--- src/npsr_consts.vh ---
// Constants for the oscillator preset and status register bank.
// Assumes byte addresses on the register port; multi-byte registers are little endian.
`ifndef NPSR_CONSTS_VH
`define NPSR_CONSTS_VH
`define NPSR_ADDR_W              12
`define NPSR_OFF_FREQ_B2         12'h250
`define NPSR_OFF_PHASE_B2        12'h254
`define NPSR_OFF_FREQ_B3         12'h258
`define NPSR_OFF_PHASE_B3        12'h25C
`define NPSR_OFF_STARTUP         12'h270
`define NPSR_OFF_VARIANT         12'h297
`define NPSR_OFF_SUPPLY          12'h2A2
`define NPSR_RST_FREQ            32'hC0000000
`define NPSR_RST_PHASE           16'h0000
`define NPSR_RST_SUPPLY          8'h00
`define NPSR_BIT_STARTUP_DONE    0
`define NPSR_BIT_DIGITAL_SUPPR   5
`define NPSR_BIT_SECOND_SUPPR    4
`define NPSR_VARIANT_MSB         4
`define NPSR_SUPPLY_MASK         8'h30
`define NPSR_VARIANT_MASK        8'h1F
`endif

--- src/npsr_regs.v ---
// Channel B oscillator presets 2 and 3, startup flag, die variant and supply noise enables.
// Assumes a byte-addressed register port from the serial control port decoder, same clock.
`timescale 1ns/1ps
`default_nettype none
`include "npsr_consts.vh"
// Operation
// - Preset 2 frequency is a 32-bit read/write word that resets to 0xC0000000.
// - Preset 3 frequency is a 32-bit read/write word at 0x258 that resets to 0xC0000000.
// - Preset 2 phase is a 16-bit read/write word at 0x254 that resets to zero.
// - Preset 3 phase is a 16-bit read/write word at 0x25C that resets to zero.
// - Bit 0 of the byte at 0x270 reads 1 only once initialization has finished.
// - Bits 4:0 of the byte at 0x297 hold the die variant code, bits 7:5 are reserved.
// - Bit 5 of the byte at 0x2A2 enables digital core supply noise suppression, reset 0.
// - Bit 4 of the byte at 0x2A2 enables second core supply noise suppression, reset 0.
// - In interleaved single-channel mode all channel B presets are ignored for channel A.
module npsr_regs #(
   parameter [4:0] DIE_VARIANT = 5'h15
) (
   // Clock and reset
   input  wire                   i_ref_clk,
   input  wire                   i_rstn,
   // Register port
   input  wire                   i_wr,
   input  wire                   i_rd,
   input  wire [11:0]            i_addr,
   input  wire [31:0]            i_wdata,
   input  wire [3:0]             i_be,
   output reg  [31:0]            o_rdata,
   output reg                    o_rvalid,
   // Device state
   input  wire                   i_init_done,
   input  wire                   i_single_channel,
   input  wire [1:0]             i_preset_sel,
   // Oscillator channel B presets as used
   output reg  [31:0]            o_nco_freq_b_preset2,
   output reg  [15:0]            o_nco_phase_b_preset2,
   output reg  [31:0]            o_nco_freq_b_preset3,
   output reg  [15:0]            o_nco_phase_b_preset3,
   output reg                    o_chan_b_presets_valid,
   // Supply noise enables
   output reg                    o_digital_core_supply_noise_suppress_en,
   output reg                    o_second_core_supply_noise_suppress_en
);
   // Startup, single-channel and preset select syncs, first stage read only by second
   reg         init_meta_q;
   reg         init_sync_q;
   reg         single_meta_q;
   reg         single_sync_q;
   reg  [1:0]  sel_meta_q;
   reg  [1:0]  sel_sync_q;
   reg  [7:0]  supply_q;
   reg  [7:0]  supply_d;
   reg  [31:0] rdata_d;
   wire [1:0]  word_sel;
   wire        word_hit;
   wire [31:0] freq2;
   wire [31:0] phase2;
   wire [31:0] freq3;
   wire [31:0] phase3;
   wire [3:0]  we_word;
   wire        supply_hit;
   wire        preset_hi;

   assign word_hit   = (i_addr[11:4] == 8'h25);
   assign word_sel   = i_addr[3:2];
   assign we_word[0] = i_wr && word_hit && (word_sel == 2'h0);
   assign we_word[1] = i_wr && word_hit && (word_sel == 2'h1);
   assign we_word[2] = i_wr && word_hit && (word_sel == 2'h2);
   assign we_word[3] = i_wr && word_hit && (word_sel == 2'h3);
   assign supply_hit = i_wr && (i_addr == `NPSR_OFF_SUPPLY);
   assign preset_hi  = sel_sync_q[1];

   npsr_word_reg #(
      .RESET_VALUE (`NPSR_RST_FREQ),
      .WRITE_MASK  (32'hFFFFFFFF)
   ) u_freq2 (
      .i_ref_clk (i_ref_clk),
      .i_rstn    (i_rstn),
      .i_we      (we_word[0]),
      .i_be      (i_be),
      .i_wdata   (i_wdata),
      .o_value   (freq2)
   );
   npsr_word_reg #(
      .RESET_VALUE ({16'h0000, `NPSR_RST_PHASE}),
      .WRITE_MASK  (32'h0000FFFF)
   ) u_phase2 (
      .i_ref_clk (i_ref_clk),
      .i_rstn    (i_rstn),
      .i_we      (we_word[1]),
      .i_be      (i_be),
      .i_wdata   (i_wdata),
      .o_value   (phase2)
   );
   npsr_word_reg #(
      .RESET_VALUE (`NPSR_RST_FREQ),
      .WRITE_MASK  (32'hFFFFFFFF)
   ) u_freq3 (
      .i_ref_clk (i_ref_clk),
      .i_rstn    (i_rstn),
      .i_we      (we_word[2]),
      .i_be      (i_be),
      .i_wdata   (i_wdata),
      .o_value   (freq3)
   );
   npsr_word_reg #(
      .RESET_VALUE ({16'h0000, `NPSR_RST_PHASE}),
      .WRITE_MASK  (32'h0000FFFF)
   ) u_phase3 (
      .i_ref_clk (i_ref_clk),
      .i_rstn    (i_rstn),
      .i_we      (we_word[3]),
      .i_be      (i_be),
      .i_wdata   (i_wdata),
      .o_value   (phase3)
   );

   // Supply control byte, low lane, only bits 5:4 writable
   always @* begin
      supply_d = supply_q;
      if (supply_hit && i_be[0]) begin
         supply_d = i_wdata[7:0] & `NPSR_SUPPLY_MASK;
      end
   end

   // Read mux
   always @* begin
      rdata_d = 32'h00000000;
      if (word_hit) begin
         case (word_sel)
            2'h0:    rdata_d = freq2;
            2'h1:    rdata_d = phase2;
            2'h2:    rdata_d = freq3;
            default: rdata_d = phase3;
         endcase
      end else if (i_addr == `NPSR_OFF_STARTUP) begin
         rdata_d[`NPSR_BIT_STARTUP_DONE] = init_sync_q;
      end else if (i_addr == `NPSR_OFF_VARIANT) begin
         rdata_d[`NPSR_VARIANT_MSB:0] = DIE_VARIANT;
      end else if (i_addr == `NPSR_OFF_SUPPLY) begin
         rdata_d[7:0] = supply_q;
      end
   end

   always @(posedge i_ref_clk) begin
      if (!i_rstn) begin
         init_meta_q   <= 1'b0;
         init_sync_q   <= 1'b0;
         single_meta_q <= 1'b0;
         single_sync_q <= 1'b0;
         sel_meta_q    <= 2'h0;
         sel_sync_q    <= 2'h0;
         supply_q      <= `NPSR_RST_SUPPLY;
         o_rdata       <= 32'h00000000;
         o_rvalid      <= 1'b0;
         o_nco_freq_b_preset2  <= `NPSR_RST_FREQ;
         o_nco_phase_b_preset2 <= `NPSR_RST_PHASE;
         o_nco_freq_b_preset3  <= `NPSR_RST_FREQ;
         o_nco_phase_b_preset3 <= `NPSR_RST_PHASE;
         o_chan_b_presets_valid <= 1'b0;
         o_digital_core_supply_noise_suppress_en <= 1'b0;
         o_second_core_supply_noise_suppress_en  <= 1'b0;
      end else begin
         init_meta_q   <= i_init_done;
         init_sync_q   <= init_meta_q;
         single_meta_q <= i_single_channel;
         single_sync_q <= single_meta_q;
         sel_meta_q    <= i_preset_sel;
         sel_sync_q    <= sel_meta_q;
         supply_q      <= supply_d;
         o_rvalid      <= i_rd;
         if (i_rd) begin
            o_rdata <= rdata_d;
         end
         o_nco_freq_b_preset2  <= freq2;
         o_nco_phase_b_preset2 <= phase2[15:0];
         o_nco_freq_b_preset3  <= freq3;
         o_nco_phase_b_preset3 <= phase3[15:0];
         // Presets 2/3 in use only outside single-channel mode
         o_chan_b_presets_valid <= !single_sync_q && preset_hi;
         o_digital_core_supply_noise_suppress_en <= supply_q[`NPSR_BIT_DIGITAL_SUPPR];
         o_second_core_supply_noise_suppress_en  <= supply_q[`NPSR_BIT_SECOND_SUPPR];
      end
   end
endmodule
`default_nettype wire

--- src/npsr_word_reg.v ---
// One 32-bit register written per byte lane through byte enables.
// Assumes the write strobe and byte enables come from the same clock domain.
`timescale 1ns/1ps
`default_nettype none
module npsr_word_reg #(
   parameter [31:0] RESET_VALUE = 32'h00000000,
   parameter [31:0] WRITE_MASK  = 32'hFFFFFFFF
) (
   // Clock and reset
   input  wire        i_ref_clk,
   input  wire        i_rstn,
   // Write port
   input  wire        i_we,
   input  wire [3:0]  i_be,
   input  wire [31:0] i_wdata,
   // Stored value
   output wire [31:0] o_value
);
   reg  [31:0] value_q;
   wire [31:0] value_d;
   genvar      g;
   generate
      for (g = 0; g < 4; g = g + 1) begin : g_lane
         assign value_d[g*8+7:g*8] = (i_we && i_be[g]) ?
            (i_wdata[g*8+7:g*8] & WRITE_MASK[g*8+7:g*8]) : value_q[g*8+7:g*8];
      end
   endgenerate
   always @(posedge i_ref_clk) begin
      if (!i_rstn) begin
         value_q <= RESET_VALUE;
      end else begin
         value_q <= value_d;
      end
   end
   assign o_value = value_q;
endmodule
`default_nettype wire

--- config.mk ---
export PLATFORM = sky130hd
export DESIGN_NAME = npsr_regs
export DESIGN_NICKNAME = d
export VERILOG_FILES = /design/src/npsr_regs.v /design/src/npsr_word_reg.v
export VERILOG_INCLUDE_DIRS = /design/src
export SDC_FILE = /design/constraint.sdc
export NUM_CORES = 1
export LEC_CHECK = 0
export ABC_AREA = 1
export BUFFER_PORTS_ARGS = -buffer_cell sky130_fd_sc_hd__buf_2
export CAP_MARGIN = 5
export CORE_MARGIN = 4
export CORE_UTILIZATION = 45
export DETAILED_ROUTE_END_ITERATION = 6
export PLACE_DENSITY = 0.77
export SYNTH_ARGS = -nofsm -noshare
export SYNTH_HDL_FRONTEND = slang
export SYNTH_SLANG_ARGS = --single-unit
--- constraint.sdc ---
create_clock -name i_ref_clk -period 1.3 [get_ports i_ref_clk]
set_input_delay 0.26 -clock i_ref_clk [delete_from_list [all_inputs] [get_ports i_ref_clk]]
set_output_delay 0.26 -clock i_ref_clk [all_outputs]
set_load 0.05 [all_outputs]
# [Word-level counts from Yosys, hierarchy flattened]
# Cells that the tools add are included.
[word_totals] ff_bits=238
[classes] n_eq_ne=7 n_mux=8 n_reduce_logical=22
[op_table] cell="one-hot mux 32 bit (3 select lines)" n=1
[op_table] cell="== test 12 x 10 -> 1 bit (second input constant)" n=3
[op_table] cell="2-to-1 mux 24 bit" n=1
[op_table] cell="logical AND 1 bit" n=20
[op_table] cell="== test 8 x 6 -> 1 bit (second input constant)" n=1
[op_table] cell="2-to-1 mux 8 bit" n=1
[op_table] cell="2-to-1 mux 7 bit" n=1
[op_table] cell="2-to-1 mux 6 bit" n=1
[op_table] cell="2-to-1 mux 5 bit" n=1
[op_table] cell="== test 2 bit (second input constant)" n=2
[op_table] cell="== test 2 x 1 -> 1 bit (second input constant)" n=1
[op_table] cell="logical NOT 2 bit" n=1
[op_table] cell="2-to-1 mux 1 bit" n=2
[op_table] cell="logical NOT 1 bit" n=1

# [Longest topological paths before layout]
[logic_depth] word_depth=5 ltp_mapped=10 ltp_nobuf=8

# [Hierarchy]
# From an unflattened synthesis, not the netlist that was laid out.
[unflattened] cells_unflattened=1360 area_unflattened_um2=9525.4
[modules_own_cells] module="npsr_regs" instances=1 cells_per_inst=724 area_each_um2=5333.9
[modules_own_cells] module="npsr_word_reg at u_freq2 ..." instances=2 cells_per_inst=199 area_each_um2=1292.5
[modules_own_cells] module="npsr_word_reg at u_phase2 ..." instances=2 cells_per_inst=119 area_each_um2=803.3

# [Worst setup path after synthesis]
# No wires, ideal clock.
[synth_path] path_kind="in2reg" start="in i_addr[2]" end="reg u_freq2.value_q[10], in the netlist u_freq2.o_value[10]" t_arrival_ns=1.296 path_stages=7 required_time_ns=1.187 setup_ns=0.113 setup_slack_ns=-0.109 path_cell_list="buf_4 -> nor2_1 -> buf_2 -> nand4_1 -> buf_2 -> nor2_1 -> nor2_1"
[synth_between] elab_chain_cells=3
[synth_lines] element="start: declaration" line_no="npsr_regs.v:25" text="input wire [11:0] i_addr,"
[synth_lines] element="logical NOT 2 bit" line_no="npsr_regs.v:66" text="assign we_word[0] = i_wr && word_hit && (word_sel == 2'h0);"
[synth_lines] element="logical AND 1 bit" line_no="npsr_regs.v:66"
[synth_lines] element="logical AND 1 bit" line_no="npsr_word_reg.v:24" text="assign value_d[g*8+7:g*8] = (i_we && i_be[g]) ?"
[synth_lines] element="end signal: assignment" line_no="npsr_word_reg.v:32" text="value_q <= value_d;"
[synth_lines] element="end: declaration" line_no="npsr_word_reg.v:19" text="reg [31:0] value_q;"
# Every way passes these cells.
# A chain may end at the register's enable or synchronous reset.

# [Worst setup path after layout]
[layout_path] start="reg o_nco_freq_b_preset3[11]" end="out o_nco_freq_b_preset3[11]"
[layout_rtl] element="start: declaration" line_no="npsr_regs.v:37" text="output reg [31:0] o_nco_freq_b_preset3,"
[layout_rtl] element="start signal: assignment" line_no="npsr_regs.v:158" text="o_nco_freq_b_preset3 <= `NPSR_RST_FREQ;"
[layout_rtl] element="start signal: assignment" line_no="npsr_regs.v:177" text="o_nco_freq_b_preset3 <= freq3;"
# No word-level cell between the ends.

==> summary.md <==
| Metric | Value |
|---|---|
| Status | completed |
| Critical R2R Capture | o_rdata[0] |
| Clock latency on the worst-skew pair | 0.51 ns |
| Die Span X | 148 um |
| Routed WL per cell | 13.9 um |
| CTS tree | built |
| PwrDens | 1210 nW/um^2 |
| Row count | 51 |
| Hold Path Class | in2reg |
| First-pass GRT wire length | 37,900 um |
| CP Launch Point | o_nco_freq_b_preset3[11] |
| Max-cap violations | 0 |
| Crit path arrival time | 1.03 ns |
| Kind of critical path | reg2out |
| CTS buffer count | 25 |
| Antenna violations before repair | 0 |
| Area of the multi-input gates | 3120 um^2 |
| Core box area | 19,500 um^2 |
| R2R cell count | 6 |
| Routed met1 length | 9850 um |
| P_leak | 6.70 nW |
| Ports | 188 |
| Total number of vias | 8,225 |
| Cells after Synth | 1,248 |
| Net Count, Synth | 1,304 |
| Worst setup SP type | register |
| R2r setup slk | 0.23 ns |
| Commonest non-fill, non-tap cell in the layout | nand2_1 |
| Core Util, Final | 0.636 |
| Reg area | 4820 um^2 |
| CTS Buffer Depth | 3 |
| Worst setup path end | o_nco_freq_b_preset3[11] |
| Wire length on met2 | 12,300 um |
| Critical path's top delay family | flip-flops |
| Dpl hpwl | 15,700 um |
| Critical Path Fanout Max | 1 |
| Area growth syn-to-layout | 39.3% |
| Hold Fails Final Rpt | 0 |
| RSZ-0062 raised after global routing | yes |
| Mapped cell area | 8880 um^2 |
| Flop and latch count out of synthesis | 236 |
| Cell Chain, Critical Path | buf_6 |
| Total track usage | 0.210 |
| CP max-delay cell | dfxtp_1 |
| Layout net count | 1,532 |
| Commonest cells after routing, fill and taps aside | nand2_1 (399), nor2_1 (224), inv_1 (209) |
| # diodes | 0 |
| Vias per inst | 4.68 |
| Synthesis Warnings | 0 |
| Share of layout cells above drive strength 1 | 0.249 |
| Initial Util | 0.456 |
| Min Tclk post-route | 1.29 ns |
| Die area | 22,100 um^2 |
| Buffer and inverter count on the worst path | 1 |
| First-pass DRT Iterations | 5 |
| Routed wire length | 24,400 um |
| Area share of the largest cell type after synthesis | 0.532 |
| Overall power | 0.0150 W |
| Clock-pin transition on the worst setup and hold timing paths | 0.06 ns |
| WP depth | 1 |
| Area contributors post-synth | dfxtp_1 (53%), nand2_1 (17%), nor2_1 (9.6%) |
| WL met3 | 1660 um |
| Reg2reg start | u_freq3.o_value[0] |
| Clk_skew | 0.0147 ns |
| Highest routing layer actually used | met4 |
| Critical Path Max Stage Delay | 0.35 ns |
| Avg Inst Size Synth | 7.12 um^2 |
| Max frequency | 775 MHz |
| Seq/Total Area, Yosys | 0.532 |
| Post-route ant nets | 0 |
| H-tree depth | 1 |
| Clock Root Buffer | clkbuf_16 |
| Setup TNS | 0 ns |
| Worst endpoint required time | 1.04 ns |
| Final setup fails | 0 |
| Number of global-route vias before repair | 7,930 |
| CTS sink cnt | 236 |
| Slew HR | 0.723 |
| CP endpoint kind | primary output |
| DRC viols | 0 |
| Worst-margin pin slew | 0.415 ns |
| Total grt overflow | 0 |
| # fillers | 1,594 |
| Yosys top cell by area | dfxtp_1 |
| Worst VDD drop | 0.000969 V |
| Port Buffers | 186 |
| WHS | 0.0123 ns |
| Largest net degree at the start of global routing | 100 |
| Routability congestion estimate | 0.847 |
| DR iter-0 viols | 428 |
| Fin crit share | 0.993 |
| Die height | 148 um |
| Distinct cells, synth | 23 |
| Slew Limit Fails | 0 |
==> routing by layer <==
metal | global-route usage | vias up
met1 | 0.252 | 3749
met3 | 0.0436 | 53
met5 | 0 | -
li1 | - | 4122
met2 | 0.371 | 301
met4 | 0.0734 | 0
==> stage by stage <==
step	cell area [um^2]	instances	setup WS [ns]
5_1_grt	12400	1758	-0.0431
4_1_cts	12000	1753	-0.00385
2_1_floorplan	8990	1248	-0.0458
3_3_place_gp	10400	1695	-0.209
3_5_place_dp	10400	1695	-0.250
6_report	12400	1758	0.00954
==> logic make-up (layout without fill, tap and decap cells) <==
group                  Yosys count  after routing  synth area share
buffers and inverters          267            512             0.120
DFF                            236            236             0.532
and+or+nand+nor                681            681             0.309
AOI/OAI and AO/OA               64             64            0.0387
==> cell type report <==
| class | count | share of cell area |
|---|---|---|
| multi-input cells | 745 | 0.252 |
| well taps | 265 | 0.0268 |
| inverters | 213 | 0.0659 |
| repair buffers | 255 | 0.198 |
| clock inverters | 9 | 0.00849 |
| flip-flops and latches | 236 | 0.389 |
| clock buffers | 35 | 0.0592 |
==> worst min path at each step <==
stage / slack (ns) / cells past startpoint / end / startpoint
floorplan: 0.35 / 2 / o_rvalid / i_rd
global placement: 0.39 / 1 / o_chan_b_presets_valid / single_sync_q
detailed placement: 0.39 / 1 / o_chan_b_presets_valid / single_sync_q
CTS: 0.00009 / 3 / u_freq3.o_value[17] / i_wdata[17]
global route: 0.003 / 3 / u_freq3.o_value[17] / i_wdata[17]
finish: 0.01 / 3 / u_freq2.o_value[22] / i_wdata[22]
==> synth_stat cells, drive strengths merged <==
cell type and number:
nand3b 2, dfxtp 236, nand4 14, a21oi 29, o22ai 16, inv 212, nor2 230, clkbuf 29
buf 25, nand2 401, o21ai 19, nand3 32, clkinv 1, nor3 2
==> where the power goes <==
group          total (W)  switching, W  internal, W
clock            0.00710       0.00278      0.00432
sequential       0.00726    0.00000996      0.00725
combinational   0.000666      0.000424     0.000242
==> flip-flops by register name (all words and copies together) (netlist names), 2 cells and up <==
signal / count
o_nco_freq_b_preset2: 32
o_nco_freq_b_preset3: 32
o_rdata: 32
u_freq2.o_value: 32
u_freq3.o_value: 32
o_nco_phase_b_preset2: 16
o_nco_phase_b_preset3: 16
u_phase2.o_value: 16
u_phase3.o_value: 16
supply_q: 2
==> what timing repair did <==
action	4_1_cts	5_1_grt
setup buffers	0	5
hold buffers	14	0
resized for setup	235	108
endpoints found under the hold margin	18	0
endpoints found under the setup margin	132	99
Power figures use the tool's default switching activity.
